## config.mk

```make
export PLATFORM = sky130hd
export DESIGN_NAME = autoreload_timer_pwm_compare
export DESIGN_NICKNAME = d
export VERILOG_FILES = /design/src/verilog/at_timer_pkg.sv /design/src/verilog/autoreload_timer_pwm_compare.sv
export VERILOG_INCLUDE_DIRS = /design/src /design/src/verilog
export SDC_FILE = /design/constraint.sdc
export NUM_CORES = 1
export LEC_CHECK = 0
export ABC_AREA = 1
export BUFFER_PORTS_ARGS = -buffer_cell sky130_fd_sc_hd__clkbuf_2
export CAP_MARGIN = 5
export CORE_MARGIN = 5
export CORE_UTILIZATION = 45
export DETAILED_ROUTE_END_ITERATION = 10
export PLACE_DENSITY = 0.62
export SLEW_MARGIN = 20
export SYNTH_ARGS = -nofsm -noshare
export SYNTH_HDL_FRONTEND = slang
export SYNTH_SLANG_ARGS = --single-unit
```

## constraint.sdc

```tcl
create_clock -name sys_clk -period 2.6 [get_ports sys_clk]
set_input_delay 0.13 -clock sys_clk [delete_from_list [all_inputs] [get_ports sys_clk]]
set_output_delay 0.13 -clock sys_clk [all_outputs]
set_load 0.01 [all_outputs]
```

## src/verilog/at_timer_defines.svh

```systemverilog
// register offsets, field positions, reset values and counts of the autoreload timer
`ifndef AT_TIMER_DEFINES_SVH
`define AT_TIMER_DEFINES_SVH
`define TCS_OFS 8'h0D
`define CNT_HI_OFS 8'h0E
`define CNT_LO_OFS 8'h0F
`define RLD_HI_OFS 8'h10
`define RLD_LO_OFS 8'h11
`define OUT_CTRL_OFS 8'h12
`define CH_CS_OFS 8'h13
`define DUTY_HI_OFS 8'h17
`define DUTY_LO_OFS 8'h18
`define TCS_CKSEL_HI 4
`define TCS_CKSEL_LO 3
`define TCS_OVF_BIT 2
`define TCS_OVERFLOW_IRQ_ENABLE_BIT 1
`define TCS_COMPARE_IRQ_ENABLE_BIT 0
`define CCS_POL_BIT 1
`define CCS_CMPF_BIT 0
`define OCTL_OE_BIT 0
`define REG_RESET 8'h00
`define CNT_RESET 12'h000
`define CNT_TOP 12'hFFF
`define SLOW_DIV_DEFAULT 32
`endif

```

## src/verilog/at_timer_pkg.sv

```systemverilog
// types shared by the autoreload timer and its bench
package at_timer_pkg;
	typedef enum logic [1:0] {
		CLK_OFF = 2'b00,
		CLK_LITE = 2'b01,
		CLK_CPU = 2'b10,
		CLK_RSVD = 2'b11
	} clk_sel_e;
	typedef struct packed {
		clk_sel_e clkSel;
		logic overflow_irq_enable;
		logic compare_irq_enable;
		logic oe;
		logic pol;
	} ctrl_s;
	typedef struct packed {
		logic wr;
		logic rd;
		logic [7:0] addr;
		logic [7:0] wdata;
	} bus_req_s;
	typedef struct packed {
		logic slow;
		logic waitMode;
		logic halt;
		logic activeHalt;
	} power_s;
endpackage

```

## src/verilog/autoreload_timer_pwm_compare.sv

```systemverilog
// 12-bit autoreload timer with one pwm channel and output compare
`timescale 1ns/1ps
`include "at_timer_defines.svh"

module autoreload_timer_pwm_compare #(
	parameter int SLOW_DIV = `SLOW_DIV_DEFAULT
) (
	input wire logic sys_clk,
	input wire logic rst_b,
	input wire at_timer_pkg::bus_req_s regReq,
	output logic [7:0] regRdata,
	input wire at_timer_pkg::power_s lowPower,
	input wire logic liteTick,
	input wire logic cpuIntMask,
	output logic pwmOut,
	output logic pwmOutEn,
	output logic ovfIrq,
	output logic cmpIrq,
	output logic wakeReq
);
	localparam int DIV_W = (SLOW_DIV > 1) ? $clog2(SLOW_DIV) : 1;
	localparam logic [DIV_W-1:0] DIV_LAST = DIV_W'(SLOW_DIV - 1);

	if (SLOW_DIV < 2)
	begin : g_badDiv
		$error("SLOW_DIV must be at least 2");
	end

	at_timer_pkg::ctrl_s ctrlQ, ctrlD;
	logic [11:0] reloadQ, reloadD;
	logic [11:0] dutyQ, dutyD;
	logic [11:0] shadowQ, shadowD;
	logic [11:0] cntQ, cntD;
	logic ovfFlagQ, ovfFlagD;
	logic cmpFlagQ, cmpFlagD;
	logic lockQ, lockD;
	logic stepQ, stepD;
	logic pwmLevelQ, pwmLevelD;
	logic pwmOutQ, pwmOutD;
	logic [DIV_W-1:0] divQ, divD;
	logic [7:0] rdataQ, rdataD;

	logic cpuTick;
	logic selTick;
	logic running;
	logic tick;
	logic wrap;
	logic [11:0] cmpVal;
	logic cmpHit;
	logic rdTcs;
	logic rdChan;

	// slow mode only slows the cpu clock path; the lite tick has its own rate
	always_comb
	begin
		divD = divQ;
		cpuTick = 1'b1;
		if (lowPower.slow)
		begin
			cpuTick = (divQ == DIV_LAST);
			divD = (divQ == DIV_LAST) ? '0 : divQ + 1'b1;
		end
		else
		begin
			divD = '0;
		end
	end

	always_comb
	begin
		case (ctrlQ.clkSel)
			at_timer_pkg::CLK_LITE: selTick = liteTick;
			at_timer_pkg::CLK_CPU: selTick = cpuTick;
			at_timer_pkg::CLK_OFF: selTick = 1'b0;
			default: selTick = 1'b0;
		endcase
	end

	always_comb
	begin
		running = 1'b1;
		if (lowPower.halt)
		begin
			running = 1'b0;
		end
		else if (lowPower.activeHalt)
		begin
			running = (ctrlQ.clkSel == at_timer_pkg::CLK_LITE) && ctrlQ.overflow_irq_enable;
		end
	end

	assign tick = selTick && running;
	assign wrap = tick && (cntQ == `CNT_TOP);
	assign cmpVal = ctrlQ.oe ? shadowQ : dutyQ;
	// stepQ marks the cycle after the counter moved, so a stopped counter
	// sitting on the compare value raises the event only once
	assign cmpHit = stepQ && !lockQ && (cmpVal != 12'h000) && (cntQ == cmpVal);
	assign rdTcs = regReq.rd && (regReq.addr == `TCS_OFS);
	assign rdChan = regReq.rd && (regReq.addr == `CH_CS_OFS);

	always_comb
	begin
		cntD = cntQ;
		stepD = tick;
		shadowD = shadowQ;
		pwmLevelD = pwmLevelQ;
		if (wrap)
		begin
			cntD = reloadQ;
			shadowD = dutyQ;
			pwmLevelD = 1'b1;
		end
		else if (tick)
		begin
			cntD = cntQ + 12'h001;
		end
		if (cmpHit && ctrlQ.oe)
		begin
			pwmLevelD = 1'b0;
		end
	end

	// flag sets win over any clear landing in the same cycle
	always_comb
	begin
		ovfFlagD = ovfFlagQ;
		if (rdTcs)
		begin
			ovfFlagD = 1'b0;
		end
		else if (tick)
		begin
			ovfFlagD = 1'b0;
		end
		if (wrap)
		begin
			ovfFlagD = 1'b1;
		end
	end

	always_comb
	begin
		cmpFlagD = cmpFlagQ;
		if (rdChan)
		begin
			cmpFlagD = 1'b0;
		end
		if (cmpHit)
		begin
			cmpFlagD = 1'b1;
		end
	end

	// register writes; reserved bits are dropped and read back as zero
	always_comb
	begin
		ctrlD = ctrlQ;
		reloadD = reloadQ;
		dutyD = dutyQ;
		lockD = lockQ;
		if (regReq.wr)
		begin
			case (regReq.addr)
				`TCS_OFS:
				begin
					ctrlD.clkSel = at_timer_pkg::clk_sel_e'(
						regReq.wdata[`TCS_CKSEL_HI:`TCS_CKSEL_LO]);
					ctrlD.overflow_irq_enable = regReq.wdata[`TCS_OVERFLOW_IRQ_ENABLE_BIT];
					ctrlD.compare_irq_enable = regReq.wdata[`TCS_COMPARE_IRQ_ENABLE_BIT];
				end
				`RLD_HI_OFS: reloadD[11:8] = regReq.wdata[3:0];
				`RLD_LO_OFS: reloadD[7:0] = regReq.wdata;
				`DUTY_HI_OFS:
				begin
					dutyD[11:8] = regReq.wdata[3:0];
					lockD = 1'b1;
				end
				`DUTY_LO_OFS:
				begin
					dutyD[7:0] = regReq.wdata;
					lockD = 1'b0;
				end
				`OUT_CTRL_OFS: ctrlD.oe = regReq.wdata[`OCTL_OE_BIT];
				`CH_CS_OFS: ctrlD.pol = regReq.wdata[`CCS_POL_BIT];
				default:
				begin
					ctrlD = ctrlQ;
				end
			endcase
		end
	end

	// read data stands one cycle after the strobe; unmapped reads give zero
	always_comb
	begin
		rdataD = `REG_RESET;
		if (regReq.rd)
		begin
			case (regReq.addr)
				`TCS_OFS:
				begin
					rdataD[`TCS_CKSEL_HI:`TCS_CKSEL_LO] = ctrlQ.clkSel;
					rdataD[`TCS_OVF_BIT] = ovfFlagQ;
					rdataD[`TCS_OVERFLOW_IRQ_ENABLE_BIT] = ctrlQ.overflow_irq_enable;
					rdataD[`TCS_COMPARE_IRQ_ENABLE_BIT] = ctrlQ.compare_irq_enable;
				end
				// the high byte is live, so a carry between the two reads shows
				`CNT_HI_OFS: rdataD[3:0] = cntQ[11:8];
				`CNT_LO_OFS: rdataD = cntQ[7:0];
				`RLD_HI_OFS: rdataD[3:0] = reloadQ[11:8];
				`RLD_LO_OFS: rdataD = reloadQ[7:0];
				`DUTY_HI_OFS: rdataD[3:0] = dutyQ[11:8];
				`DUTY_LO_OFS: rdataD = dutyQ[7:0];
				`OUT_CTRL_OFS: rdataD[`OCTL_OE_BIT] = ctrlQ.oe;
				`CH_CS_OFS:
				begin
					rdataD[`CCS_POL_BIT] = ctrlQ.pol;
					rdataD[`CCS_CMPF_BIT] = cmpFlagQ;
				end
				default: rdataD = `REG_RESET;
			endcase
		end
	end

	// the pin is forced low in compare mode; polarity applies to the pwm wave only
	always_comb
	begin
		pwmOutD = 1'b0;
		if (ctrlQ.oe)
		begin
			pwmOutD = pwmLevelD ^ ctrlD.pol;
		end
	end

	// software-visible settings
	always_ff @(posedge sys_clk or negedge rst_b)
	begin
		if (!rst_b)
		begin
			ctrlQ <= '0;
			reloadQ <= `CNT_RESET;
			dutyQ <= `CNT_RESET;
			lockQ <= 1'b0;
		end
		else
		begin
			ctrlQ <= ctrlD;
			reloadQ <= reloadD;
			dutyQ <= dutyD;
			lockQ <= lockD;
		end
	end

	always_ff @(posedge sys_clk or negedge rst_b)
	begin
		if (!rst_b)
		begin
			divQ <= '0;
		end
		else
		begin
			divQ <= divD;
		end
	end

	// counting state; the shadow only moves on a wrap
	always_ff @(posedge sys_clk or negedge rst_b)
	begin
		if (!rst_b)
		begin
			cntQ <= `CNT_RESET;
			stepQ <= 1'b0;
			shadowQ <= `CNT_RESET;
			pwmLevelQ <= 1'b0;
		end
		else
		begin
			cntQ <= cntD;
			stepQ <= stepD;
			shadowQ <= shadowD;
			pwmLevelQ <= pwmLevelD;
		end
	end

	always_ff @(posedge sys_clk or negedge rst_b)
	begin
		if (!rst_b)
		begin
			ovfFlagQ <= 1'b0;
			cmpFlagQ <= 1'b0;
		end
		else
		begin
			ovfFlagQ <= ovfFlagD;
			cmpFlagQ <= cmpFlagD;
		end
	end

	always_ff @(posedge sys_clk or negedge rst_b)
	begin
		if (!rst_b)
		begin
			rdataQ <= `REG_RESET;
		end
		else
		begin
			rdataQ <= rdataD;
		end
	end

	always_ff @(posedge sys_clk or negedge rst_b)
	begin
		if (!rst_b)
		begin
			pwmOutQ <= 1'b0;
		end
		else
		begin
			pwmOutQ <= pwmOutD;
		end
	end

	assign regRdata = rdataQ;
	assign pwmOut = pwmOutQ;
	assign pwmOutEn = ctrlQ.oe;
	// two separate request lines feed two vectors of the interrupt controller
	assign ovfIrq = ovfFlagQ && ctrlQ.overflow_irq_enable && !cpuIntMask;
	assign cmpIrq = cmpFlagQ && ctrlQ.compare_irq_enable && !cpuIntMask;

	always_comb
	begin
		wakeReq = 1'b0;
		if (lowPower.waitMode)
		begin
			wakeReq = ovfIrq || cmpIrq;
		end
		else if (lowPower.activeHalt && !lowPower.halt)
		begin
			wakeReq = ovfIrq && (ctrlQ.clkSel == at_timer_pkg::CLK_LITE);
		end
	end
endmodule // autoreload_timer_pwm_compare

```

After elaboration in Yosys (flattened, before gate mapping)

Index checks and enable logic that the tools add are counted.

Bits in registers: 73

Equality and inequality tests: 14
Reduce and logical (&&, ||, !) cells: 31
Multiplexer cells: 28
Bitwise operators: 1
$add $sub $neg: 2

Operators with widths:

| kind                                                | number |
|---|---|
| equality test 8 x 5 -> 1 bit, second input constant | 6 |
| two-way mux 12 bit                                  | 3 |
| equality test 8 x 4 -> 1 bit, second input constant | 3 |
| logical AND 1 bit                                   | 15 |
| two-way mux 1 bit                                   | 15 |
| case mux 2 bit (7 select lines)                     | 1 |
| AND reduction 2 bit                                 | 7 |
| adder 12 x 1 -> 12 bit, second input constant       | 1 |
| equality test 12 bit                                | 1 |
| equality test 12 bit, second input constant         | 1 |
| nonzero test 12 bit                                 | 1 |
| two-way mux 5 bit                                   | 2 |
| case mux 1 bit (9 select lines)                     | 1 |
| case mux 3 bit (3 select lines)                     | 1 |
| two-way mux 8 bit                                   | 1 |
| case mux 1 bit (8 select lines)                     | 1 |
| nonzero test 2 bit                                  | 3 |
| adder 5 x 1 -> 5 bit, second input constant         | 1 |
| equality test 5 bit, second input constant          | 1 |
| case mux 1 bit (2 select lines)                     | 2 |
| case mux 1 bit (4 select lines)                     | 1 |
| logical NOT 1 bit                                   | 3 |
| nonzero test 3 bit                                  | 1 |
| equality test 2 x 1 -> 1 bit, second input constant | 1 |
| 3 further kinds                                     | 3 |

Logic depth before layout (Yosys ltp)

Gate-level depths: netlist of the first run.

Depth after elaboration: 10
Gate-level depth with buffers: 15
Depth with buffers taken out: 14

Worst setup path before layout of the first run

Ideal clock, no wire load.

Kind: register -> register
From: reg divQ[0]
To: reg cntQ[3]
Slack: 634 ps
Setup time: 127 ps
Required time: 2473 ps
Path buffers: 1
Arrival: 1839 ps
Stages on the path, launching flop included: 16
Path through: dfrtp_1 -> ha_1 -> nand2_1 -> nor2_1 -> ha_1 -> inv_1 -> nand2_1 -> a21boi_1 -> nor2_2 -> nand3_2 -> or2_4 -> buf_6 -> o21ai_1 -> o21ai_1 -> nand2_1 -> o21ai_1

Longest elaborated chain between the ends: 6
Elaborated cells on any way between the ends: 7

Ends and longest elaborated chain:

| element                                                  | line                                | RTL |
|---|---|---|
| start, declared                                          | autoreload_timer_pwm_compare.sv:40  | `logic [DIV_W-1:0] divQ, divD;` |
| start signal, assigned                                   | autoreload_timer_pwm_compare.sv:262 | `divQ <= divD;` |
| equality test 5 bit *                                    | autoreload_timer_pwm_compare.sv:60  | `cpuTick = (divQ == DIV_LAST);` |
| two-way mux 1 bit *                                      | autoreload_timer_pwm_compare.sv:58  | `if (lowPower.slow)` |
| case mux 1 bit (2 select lines) *                        | autoreload_timer_pwm_compare.sv:71  | `case (ctrlQ.clkSel)` |
| logical AND 1 bit *                                      | autoreload_timer_pwm_compare.sv:92  | `assign tick = selTick && running;` |
| logical AND 1 bit                                        | autoreload_timer_pwm_compare.sv:93  | `` assign wrap = tick && (cntQ == `CNT_TOP); `` |
| two-way mux 12 bit or nonzero test 2 bit (tied branches) | --                                  |  |
| end signal, assigned                                     | autoreload_timer_pwm_compare.sv:271 | `` cntQ <= `CNT_RESET; `` |
| end signal, assigned                                     | autoreload_timer_pwm_compare.sv:278 | `cntQ <= cntD;` |
| end, declared                                            | autoreload_timer_pwm_compare.sv:33  | `logic [11:0] cntQ, cntD;` |

Every way passes the cells marked *; elsewhere a longest branch is shown, timed or not.
A chain may end at the register's enable or synchronous reset.

Final worst setup path of the first run

Ends and elaborated chain as after synthesis.

==> flow_summary.yaml, run 1 <==
critical_path:
  max_stage_delay_ns: 0.38
  slowest_stage: "dfrtp_1"
  critPathTopFamily: "simple AND/OR/NAND/NOR gates"
  rrSetupSlack_ns: 0.38
  critPathBufInv: 1
  crit_path_cell_trace: "ha_1, nand2_1, nor2_1, ha_1, inv_1, nand2_1, a21boi_1, nor2_2, nand3_2, or2_4, o21ai_1, o21ai_1, nand2_1, o21ai_1"
  reg2reg_depth: 14
  critPathKind: "reg2reg"
  required_ns: 2.84
  end_kind: "flip-flop"
  reg2reg_to: "cntQ[3]"
  cp.arrival_ns: 2.46
  cp_max_fo: 30
  r2r-start: "divQ[0]"
  startpoint_type: "flip-flop"
yosys:
  synth_area_um2: 3960
  syn_inst: 544
  seq_area_frac_synth_pct: 46.1
  syn-num-nets: 575
  synth.distinct_cells: 31
  synth.avg_cell_area_um2: 7.28
  synth.ff_latch_count: 73
  ys_warn_count: 0
power:
  leakage_uw: 0.00232
  powerDensity_nw_per_um2: 536
  ir_drop_v: 0.000355
placement:
  place.gp.congestion: 0.935
  portBuffers: 38
  post_dp_cell_area_um2: 4240
  hpwl_mm: 8.44
  pre_cts_slack_ns: 0.396
sta:
  clock_skew_ns: 0.0153
  setup_viol: 0
  relSlewSlack_pct: 38.1
  finalHoldViolCount: 0
  tightest_slew_ns: 0.928
  worst_slack_ns: 0.376
  fin_crit_ns: 2.22
  drv_slew: 0
  fin_setup_tns_ns: 0
  rsz0062_at_grt: "false"
  min_period_over_period_pct: 85.5
  clock.fmax_mhz: 450
clocking:
  cts-root-buf: "clkbuf_8"
  cts_htree_levels: 3
  cts_tree: "done"
  clock_path_buffers: 2
  clk_latency_ns: 0.35
  clock-sinks: 73
  clk_pin_slew_ns: 0.08
  cts_buffers: 9
final_layout:
  multi_input_area_um2: 1750
  num-fill-cells: 863
  final_common_cell: "nand2_1"
  nNetsFinal: 617
  mostFrequentLayoutCells: "173 x nand2_1, 87 x inv_1, 73 x dfrtp_1"
  drive_gt1_share_pct: 10.7
  fin_area_um2: 4470
  seqCellArea_um2: 1830
  num_antenna_cells: 0
  area_growth_pct: 12.9
min_path:
  min_path_cells: 3
  hp-class: "in2reg"
  holdCritStartpoint: "regReq[6]"
  hold_end: "reloadQ[6]"
global_route:
  grt_overflow: 0
  grt_max_degree: 74
  antenna_found_initial: 0
  track_usage_pct: 21.1
  grt_pass1_wl_mm: 18.2
  grt_pass1_vias: 3576
run_status:
  status: "completed"
detailed_routing:
  vias: 3711
  drc_errors: 0
  drt_wl_total_mm: 11.1
  drtAntennaViolNets: 0
  drtIter0Drc: 265
  via_per_inst: 5.31
  wire_per_inst_um: 15.9
  dr.pass1.iters: 5
run:
  drv_cap: 0
floorplanning:
  fp.dieH_um: 104
  pin_count: 39
  initial_core_util_pct: 45.8
  dieArea_um2: 10800
  core-area_um2: 8640
  chipWidth_um: 104
  rows: 34
==> final cells by class <==
class	instances	area share (%)
Sequential cell	73	40.9
Tap cell	108	3.02
Clock inverter	4	1.15
Timing Repair Buffer	42	5.09
Multi-Input combinational cell	373	39.1
Inverter	87	7.30
Clock buffer	12	3.47
==> through the flow <==
| stage | utilization (%) | std cells | total power (µW) | hold WS (ns) |
|---|---|---|---|---|
| 2_1_floorplan | - | 544 | 1370 | -0.166 |
| 3_3_place_gp | 49.1 | 681 | 1480 | 0.323 |
| 3_5_place_dp | 49.1 | 681 | 1480 | 0.331 |
| 4_1_cts | 51.8 | 699 | 2420 | 0.0249 |
| 5_1_grt | 51.8 | 699 | 2500 | 0.0564 |
| 6_report | 51.8 | 699 | 2400 | 0.0352 |
==> cells in the mapped netlist <==
library cell / instances / share of area [%]
a21boi_1: 1 / 0.19
a21oi_1: 3 / 0.38
a21oi_2: 1 / 0.22
a221oi_1: 1 / 0.22
and2_1: 1 / 0.16
buf_2: 7 / 0.88
buf_6: 1 / 0.28
clkbuf_1: 3 / 0.28
dfrtp_1: 73 / 46
ha_1: 5 / 1.6
inv_1: 87 / 8.2
nand2_1: 173 / 16
nand2_2: 1 / 0.16
nand3_1: 29 / 3.7
nand3_2: 2 / 0.51
nand4_1: 9 / 1.4
nor2_1: 37 / 3.5
nor2_2: 2 / 0.32
nor3_1: 10 / 1.3
nor3_4: 1 / 0.41
nor3b_1: 1 / 0.19
nor4_1: 2 / 0.32
o211ai_1: 2 / 0.38
o21a_1: 1 / 0.19
o21ai_0: 64 / 8.1
o21ai_1: 10 / 1.3
o221ai_1: 2 / 0.44
o22ai_1: 7 / 1.1
or2_4: 1 / 0.22
xnor2_1: 1 / 0.22
xor2_1: 6 / 1.3
==> worst register-to-register path, delay by kind of cell (launching register included) <==
| family | cells | cell delay (ns) |
|---|---|---|
| adder cells (fa/ha/maj) | 2 | 0.32 |
| AND/OR/NAND/NOR | 7 | 1.03 |
| flip-flops | 1 | 0.38 |
| buffers and inverters | 1 | 0.04 |
| AO/OA/AOI/OAI | 4 | 0.34 |
==> cell families (layout without fill, tap and decap cells) <==
kind of cell,after synthesis,after routing,synth area share (%)
and+or+nand+nor,269,269,28.5
adders and majority gates,5,5,1.58
xor gates and xnor gates,7,7,1.55
DFF,73,73,46.1
AOI/OAI and AO/OA,92,92,12.5
buffers and inverters,98,145,9.70
==> power breakdown <==
group | internal, µW | switching [µW] | total (µW)
registers | 1170 | 38.5 | 1210
clock network | 497 | 437 | 934
logic | 84.1 | 169 | 253
==> routing by layer <==
| layer | global-route usage [%] | part of all wire [%] | vias up |
|---|---|---|---|
| met5 | 0 | 0 | - |
| met3 | 5.47 | 7.9 | 32 |
| met2 | 32.7 | 45 | 153 |
| met4 | 8.33 | 2.9 | 0 |
| met1 | 28.2 | 44 | 1710 |
| li1 | - | - | 1816 |
==> flip-flops by register name, summed over array words and instances (netlist names), 5 cells and up <==
signal and count:
reloadQ 12, divQ 5, dutyQ 12, shadowQ 12
cntQ 12, ctrlQ 5, regRdata 8
==> timing repair <==
item	4_1_cts	5_1_grt
endpoints found under the hold margin	75	0
gates resized for setup	0	0
hold buffers	2	0
setup endpoints to repair	0	0
setup buffers	0	0
==> how the worst max path moves through the flow <==
| stage | end | cells past startpoint | start | slack (ns) |
|---|---|---|---|---|
| 2_1_floorplan | cntQ[3] | 15 | divQ[0] | 0.63 |
| 6_report | cntQ[3] | 14 | divQ[0] | 0.38 |
| 4_1_cts | pwmOut | 14 | divQ[0] | 0.38 |
| 3_5_place_dp | pwmOut | 14 | divQ[0] | 0.40 |
| 5_1_grt | pwmOut | 14 | divQ[0] | 0.13 |
| 3_3_place_gp | cntQ[3] | 14 | divQ[0] | 0.54 |
No activity file was read; power rests on OpenSTA's default activity.
==> run 2, diff against run 1 <==
CTS_BUF_LIST = sky130_fd_sc_hd__clkbuf_16   (was unset)
==> flow_summary.yaml, run 2 (synthesis gave the netlist of run 1 again) <==
final_layout:
  num_antenna_cells: 0
  area_growth_pct: 14.7
  mostFrequentLayoutCells: "173 x nand2_1, 88 x inv_1, 73 x dfrtp_1"
  fin_area_um2: 4540
  nNetsFinal: 616
  utilization_pct: 52.6
  final_common_cell: "nand2_1"
  drive_gt1_share_pct: 10.3
  num-fill-cells: 850
run_status:
  status: "completed"
sta:
  fin_setup_tns_ns: 0
  drv_slew: 0
  finalHoldViolCount: 0
  rsz0062_at_grt: "false"
  fin_crit_ns: 2.22
  relSlewSlack_pct: 37.7
  clock_skew_ns: 0.00665
  clock.fmax_mhz: 450
  tightest_slew_ns: 0.935
  worst_slack_ns: 0.376
  setup_viol: 0
  min_period_over_period_pct: 85.6
critical_path:
  reg2reg_depth: 14
  rrSetupSlack_ns: 0.38
  max_stage_delay_ns: 0.37
  slowest_stage: "dfrtp_1"
  crit_path_cell_trace: "ha_1, nand2_1, nor2_1, ha_1, inv_1, nand2_1, a21boi_1, nor2_2, nand3_2, or2_4, o21ai_1, o21ai_1, nand2_1, o21ai_1"
  critPathKind: "reg2reg"
  critPathTopFamily: "simple AND/OR/NAND/NOR gates"
  end_kind: "flip-flop"
  reg2reg_to: "cntQ[3]"
  cp_max_fo: 30
  startpoint_type: "flip-flop"
  required_ns: 2.82
  critPathBufInv: 1
  cp.arrival_ns: 2.44
  r2r-start: "divQ[0]"
clocking:
  cts-root-buf: "clkbuf_16"
  clk_pin_slew_ns: 0.06
  cts.repair.resized: 0
  clock-sinks: 73
  cts_tree: "done"
  clk_latency_ns: 0.33
  postCtsSetupRepairBufs: 0
  hold_buffers: 1
  clock_path_buffers: 2
  cts_buffers: 9
  cts_htree_levels: 3
floorplanning:
  core-area_um2: 8640
  chipWidth_um: 104
  fp.dieH_um: 104
  initial_core_util_pct: 45.8
  pin_count: 39
  rows: 34
  dieArea_um2: 10800
placement:
  hpwl_mm: 8.44
  portBuffers: 38
  place.gp.congestion: 0.935
  post_dp_cell_area_um2: 4240
  pre_cts_slack_ns: 0.396
detailed_routing:
  drtAntennaViolNets: 0
  via_per_inst: 5.29
  wire_per_inst_um: 16.0
  drt_wl_total_mm: 11.2
  drtIter0Drc: 277
  vias: 3690
  dr.pass1.iters: 5
  drc_errors: 0
global_route:
  track_usage_pct: 21.3
  grt_max_degree: 74
  grt_overflow: 0
  grt_pass1_wl_mm: 18.3
  grt_pass1_vias: 3608
  antenna_found_initial: 0
min_path:
  min_path_cells: 3
  holdCritStartpoint: "lowPower[3]"
  hp-class: "in2reg"
  hold_end: "divQ[4]"
power:
  leakage_uw: 0.00235
  ir_drop_v: 0.000456
  p_total_uw: 2670
  powerDensity_nw_per_um2: 587
run:
  drv_cap: 0
run 2: routing by layer:
layer  vias to the layer above  track usage [%]  share of wire (%)
met1                      1701             28.9                 44
li1                       1810                -                  -
met5                         -                0                  0
met4                         0             10.2                3.2
met2                       147             32.4                 45
met3                        32             4.54                7.8
run 2: worst register-to-register path, stage by stage (launching register included):
cell and delay [ns]:
dfrtp_1 0.37, ha_1 0.17, nand2_1 0.08, nor2_1 0.09, ha_1 0.15, inv_1 0.04, nand2_1 0.13, a21boi_1 0.10
nor2_2 0.19, nand3_2 0.11, or2_4 0.37, o21ai_1 0.13, o21ai_1 0.08, nand2_1 0.06, o21ai_1 0.05
run 2: through the flow:
step	hold slack [ns]	std cells
global placement	0.323	681
global route	0.0199	698
floorplan	-0.166	544
CTS	0.0134	698
detailed placement	0.331	681
finish	0.0177	698
run 2: layout make-up:
type | instances | area, µm² | area share, %
Clock buffer | 9 | 225 | 4.96
Clock inverter | 7 | 62.6 | 1.38
Inverter | 87 | 327 | 7.19
Multi-Input combinational cell | 373 | 1750 | 38.5
Sequential cell | 73 | 1830 | 40.2
Tap cell | 108 | 135 | 2.98
Timing Repair Buffer | 41 | 218 | 4.79
run 2: power breakdown:
group          total [µW]  leakage (µW)  internal [µW]  switching [µW]
clock                1200      0.000142            732             469
combinational         252       0.00127           83.1             169
sequential           1210      0.000946           1170            38.9
run 2: how the worst max path moves through the flow:
stage,from,to,slack [ns],depth (start not counted)
finish,divQ[0],cntQ[3],0.38,14
global route,divQ[0],pwmOut,0.14,14
CTS,divQ[0],cntQ[3],0.38,14
detailed placement,divQ[0],pwmOut,0.40,14
global placement,divQ[0],cntQ[3],0.54,14
floorplan,divQ[0],cntQ[3],0.63,15
==> run 3, diff against run 2 <==
BUFFER_PORTS_ARGS = unset   (was -buffer_cell sky130_fd_sc_hd__clkbuf_2)
DONT_BUFFER_PORTS = 1   (was unset)
PLACE_DENSITY = 0.61   (was 0.62)
==> flow_summary.yaml, run 3 (synthesis gave the netlist of run 1 again) <==
clocking:
  clk_latency_ns: 0.34
  cts_tree: "done"
  cts-root-buf: "clkbuf_16"
  hold_buffers: 10
  clock-sinks: 73
  cts_buffers: 9
  cts.repair.resized: 0
  postCtsSetupRepairBufs: 0
  clock_path_buffers: 2
  clk_pin_slew_ns: 0.06
  cts_htree_levels: 3
global_route:
  grt_pass1_vias: 3549
  antenna_found_initial: 0
  grt_pass1_wl_mm: 18.8
  track_usage_pct: 22.1
  grt_overflow: 0
  grt_max_degree: 74
sta:
  fin_crit_ns: 2.22
  clock.fmax_mhz: 449
  min_period_over_period_pct: 85.6
  setup_viol: 0
  relSlewSlack_pct: 63.4
  fin_setup_tns_ns: 0
  drv_slew: 0
  tightest_slew_ns: 0.544
  rsz0062_at_grt: "false"
  clock_skew_ns: 0.00715
  finalHoldViolCount: 0
  worst_slack_ns: 0.375
floorplanning:
  initial_core_util_pct: 45.8
  chipWidth_um: 104
  rows: 34
  core-area_um2: 8640
  fp.dieH_um: 104
  pin_count: 39
  dieArea_um2: 10800
final_layout:
  final_cells: 671
  area_growth_pct: 12.6
  mostFrequentLayoutCells: "173 x nand2_1, 88 x inv_1, 73 x dfrtp_1"
  drive_gt1_share_pct: 4.62
  final_common_cell: "nand2_1"
  num-fill-cells: 882
  nNetsFinal: 589
  num_antenna_cells: 0
critical_path:
  critPathKind: "reg2reg"
  crit_path_cell_trace: "ha_1, nand2_1, nor2_1, ha_1, inv_1, nand2_1, a21boi_1, nor2_2, nand3_2, or2_4, o21ai_1, o21ai_1, nand2_1, o21ai_1"
  max_stage_delay_ns: 0.38
  end_kind: "flip-flop"
  cp_max_fo: 30
  cp.arrival_ns: 2.45
  startpoint_type: "flip-flop"
  slowest_stage: "dfrtp_1"
  required_ns: 2.82
  reg2reg_depth: 14
detailed_routing:
  drt_wl_total_mm: 11.4
  wire_per_inst_um: 17.0
  vias: 3602
  dr.pass1.iters: 5
  drc_errors: 0
  drtAntennaViolNets: 0
  drtIter0Drc: 253
  via_per_inst: 5.37
min_path:
  hp-class: "in2reg"
  min_path_cells: 2
run:
  drv_cap: 0
placement:
  place.gp.congestion: 0.962
  dp.cells: 644
  pre_cts_slack_ns: 0.385
  portBuffers: 0
  hpwl_mm: 8.60
power:
  powerDensity_nw_per_um2: 582
  leakage_uw: 0.00223
  p_total_uw: 2600
  ir_drop_v: 0.000283
run_status:
  status: "completed"
[run 3: cell types whose count changed in the layout (fill, tap and decap cells not counted)]
cell           before  now
clkinv_1            2    1
clkbuf_2           37    0
buf_16              0    1
clkinv_2            1    0
bufinv_16           1    0
clkinvlp_4          1    3
inv_6               0    1
dlygate4sd3_1       1   10
[run 3: per-layer routing]
layer	part of all wire, %	track usage, %	routed length (µm)
met1	43	29.4	4940
met2	48	35.0	5450
met3	6.3	5.16	714
met4	2.5	8.23	283
met5	0	0	0
[run 3: power breakdown]
| part | leakage [µW] | internal [µW] | switching, µW | total [µW] |
|---|---|---|---|---|
| Sequential | 0.000946 | 1170 | 39.9 | 1210 |
| Clock | 0.000127 | 644 | 497 | 1140 |
| Combinational | 0.00116 | 82.4 | 159 | 242 |
[run 3: path summary, 6_finish.rpt]
| kind | from | to | slack [ns] |
|---|---|---|---|
| hold reg to reg | shadowQ[2] | shadowQ[2] | 0.49 |
| hold / removal | regReq[16] | regRdata[3] | 0.03 |
| setup / recovery | divQ[0] | cntQ[3] | 0.38 |
| min in group asynchronous | rst_b | divQ[2] | 0.35 |
| max in group asynchronous | rst_b | reloadQ[5] | 1.95 |
| setup reg to reg | divQ[0] | cntQ[3] | 0.38 |
[run 3: metrics by stage]
stage	util, %	area [µm²]	hold slack [ns]
4_1_cts	51.5	4450	0.000304
3_5_place_dp	47.0	4060	-0.162
6_report	51.6	4460	0.0298
3_3_place_gp	47.0	4060	-0.163
2_1_floorplan	-	3960	-0.166
5_1_grt	51.6	4460	0.0448
[run 3: cell type report]
| class | instances | area (µm²) | share of cell area (%) |
|---|---|---|---|
| Timing Repair Buffer | 14 | 150 | 3.37 |
| Multi-Input combinational cell | 373 | 1750 | 39.2 |
| Clock buffer | 9 | 225 | 5.05 |
| Clock inverter | 7 | 47.5 | 1.07 |
| Inverter | 87 | 327 | 7.32 |
| Sequential cell | 73 | 1830 | 41.0 |
| Tap cell | 108 | 135 | 3.03 |
[run 3: critical path, delay by kind of cell (launching register included)]
| kind | cells | cell delay (ns) |
|---|---|---|
| AND/OR/NAND/NOR | 7 | 1.00 |
| flip-flops | 1 | 0.38 |
| AO/OA/AOI/OAI | 4 | 0.36 |
| adder cells (fa/ha/maj) | 2 | 0.33 |
| buffers and inverters | 1 | 0.04 |
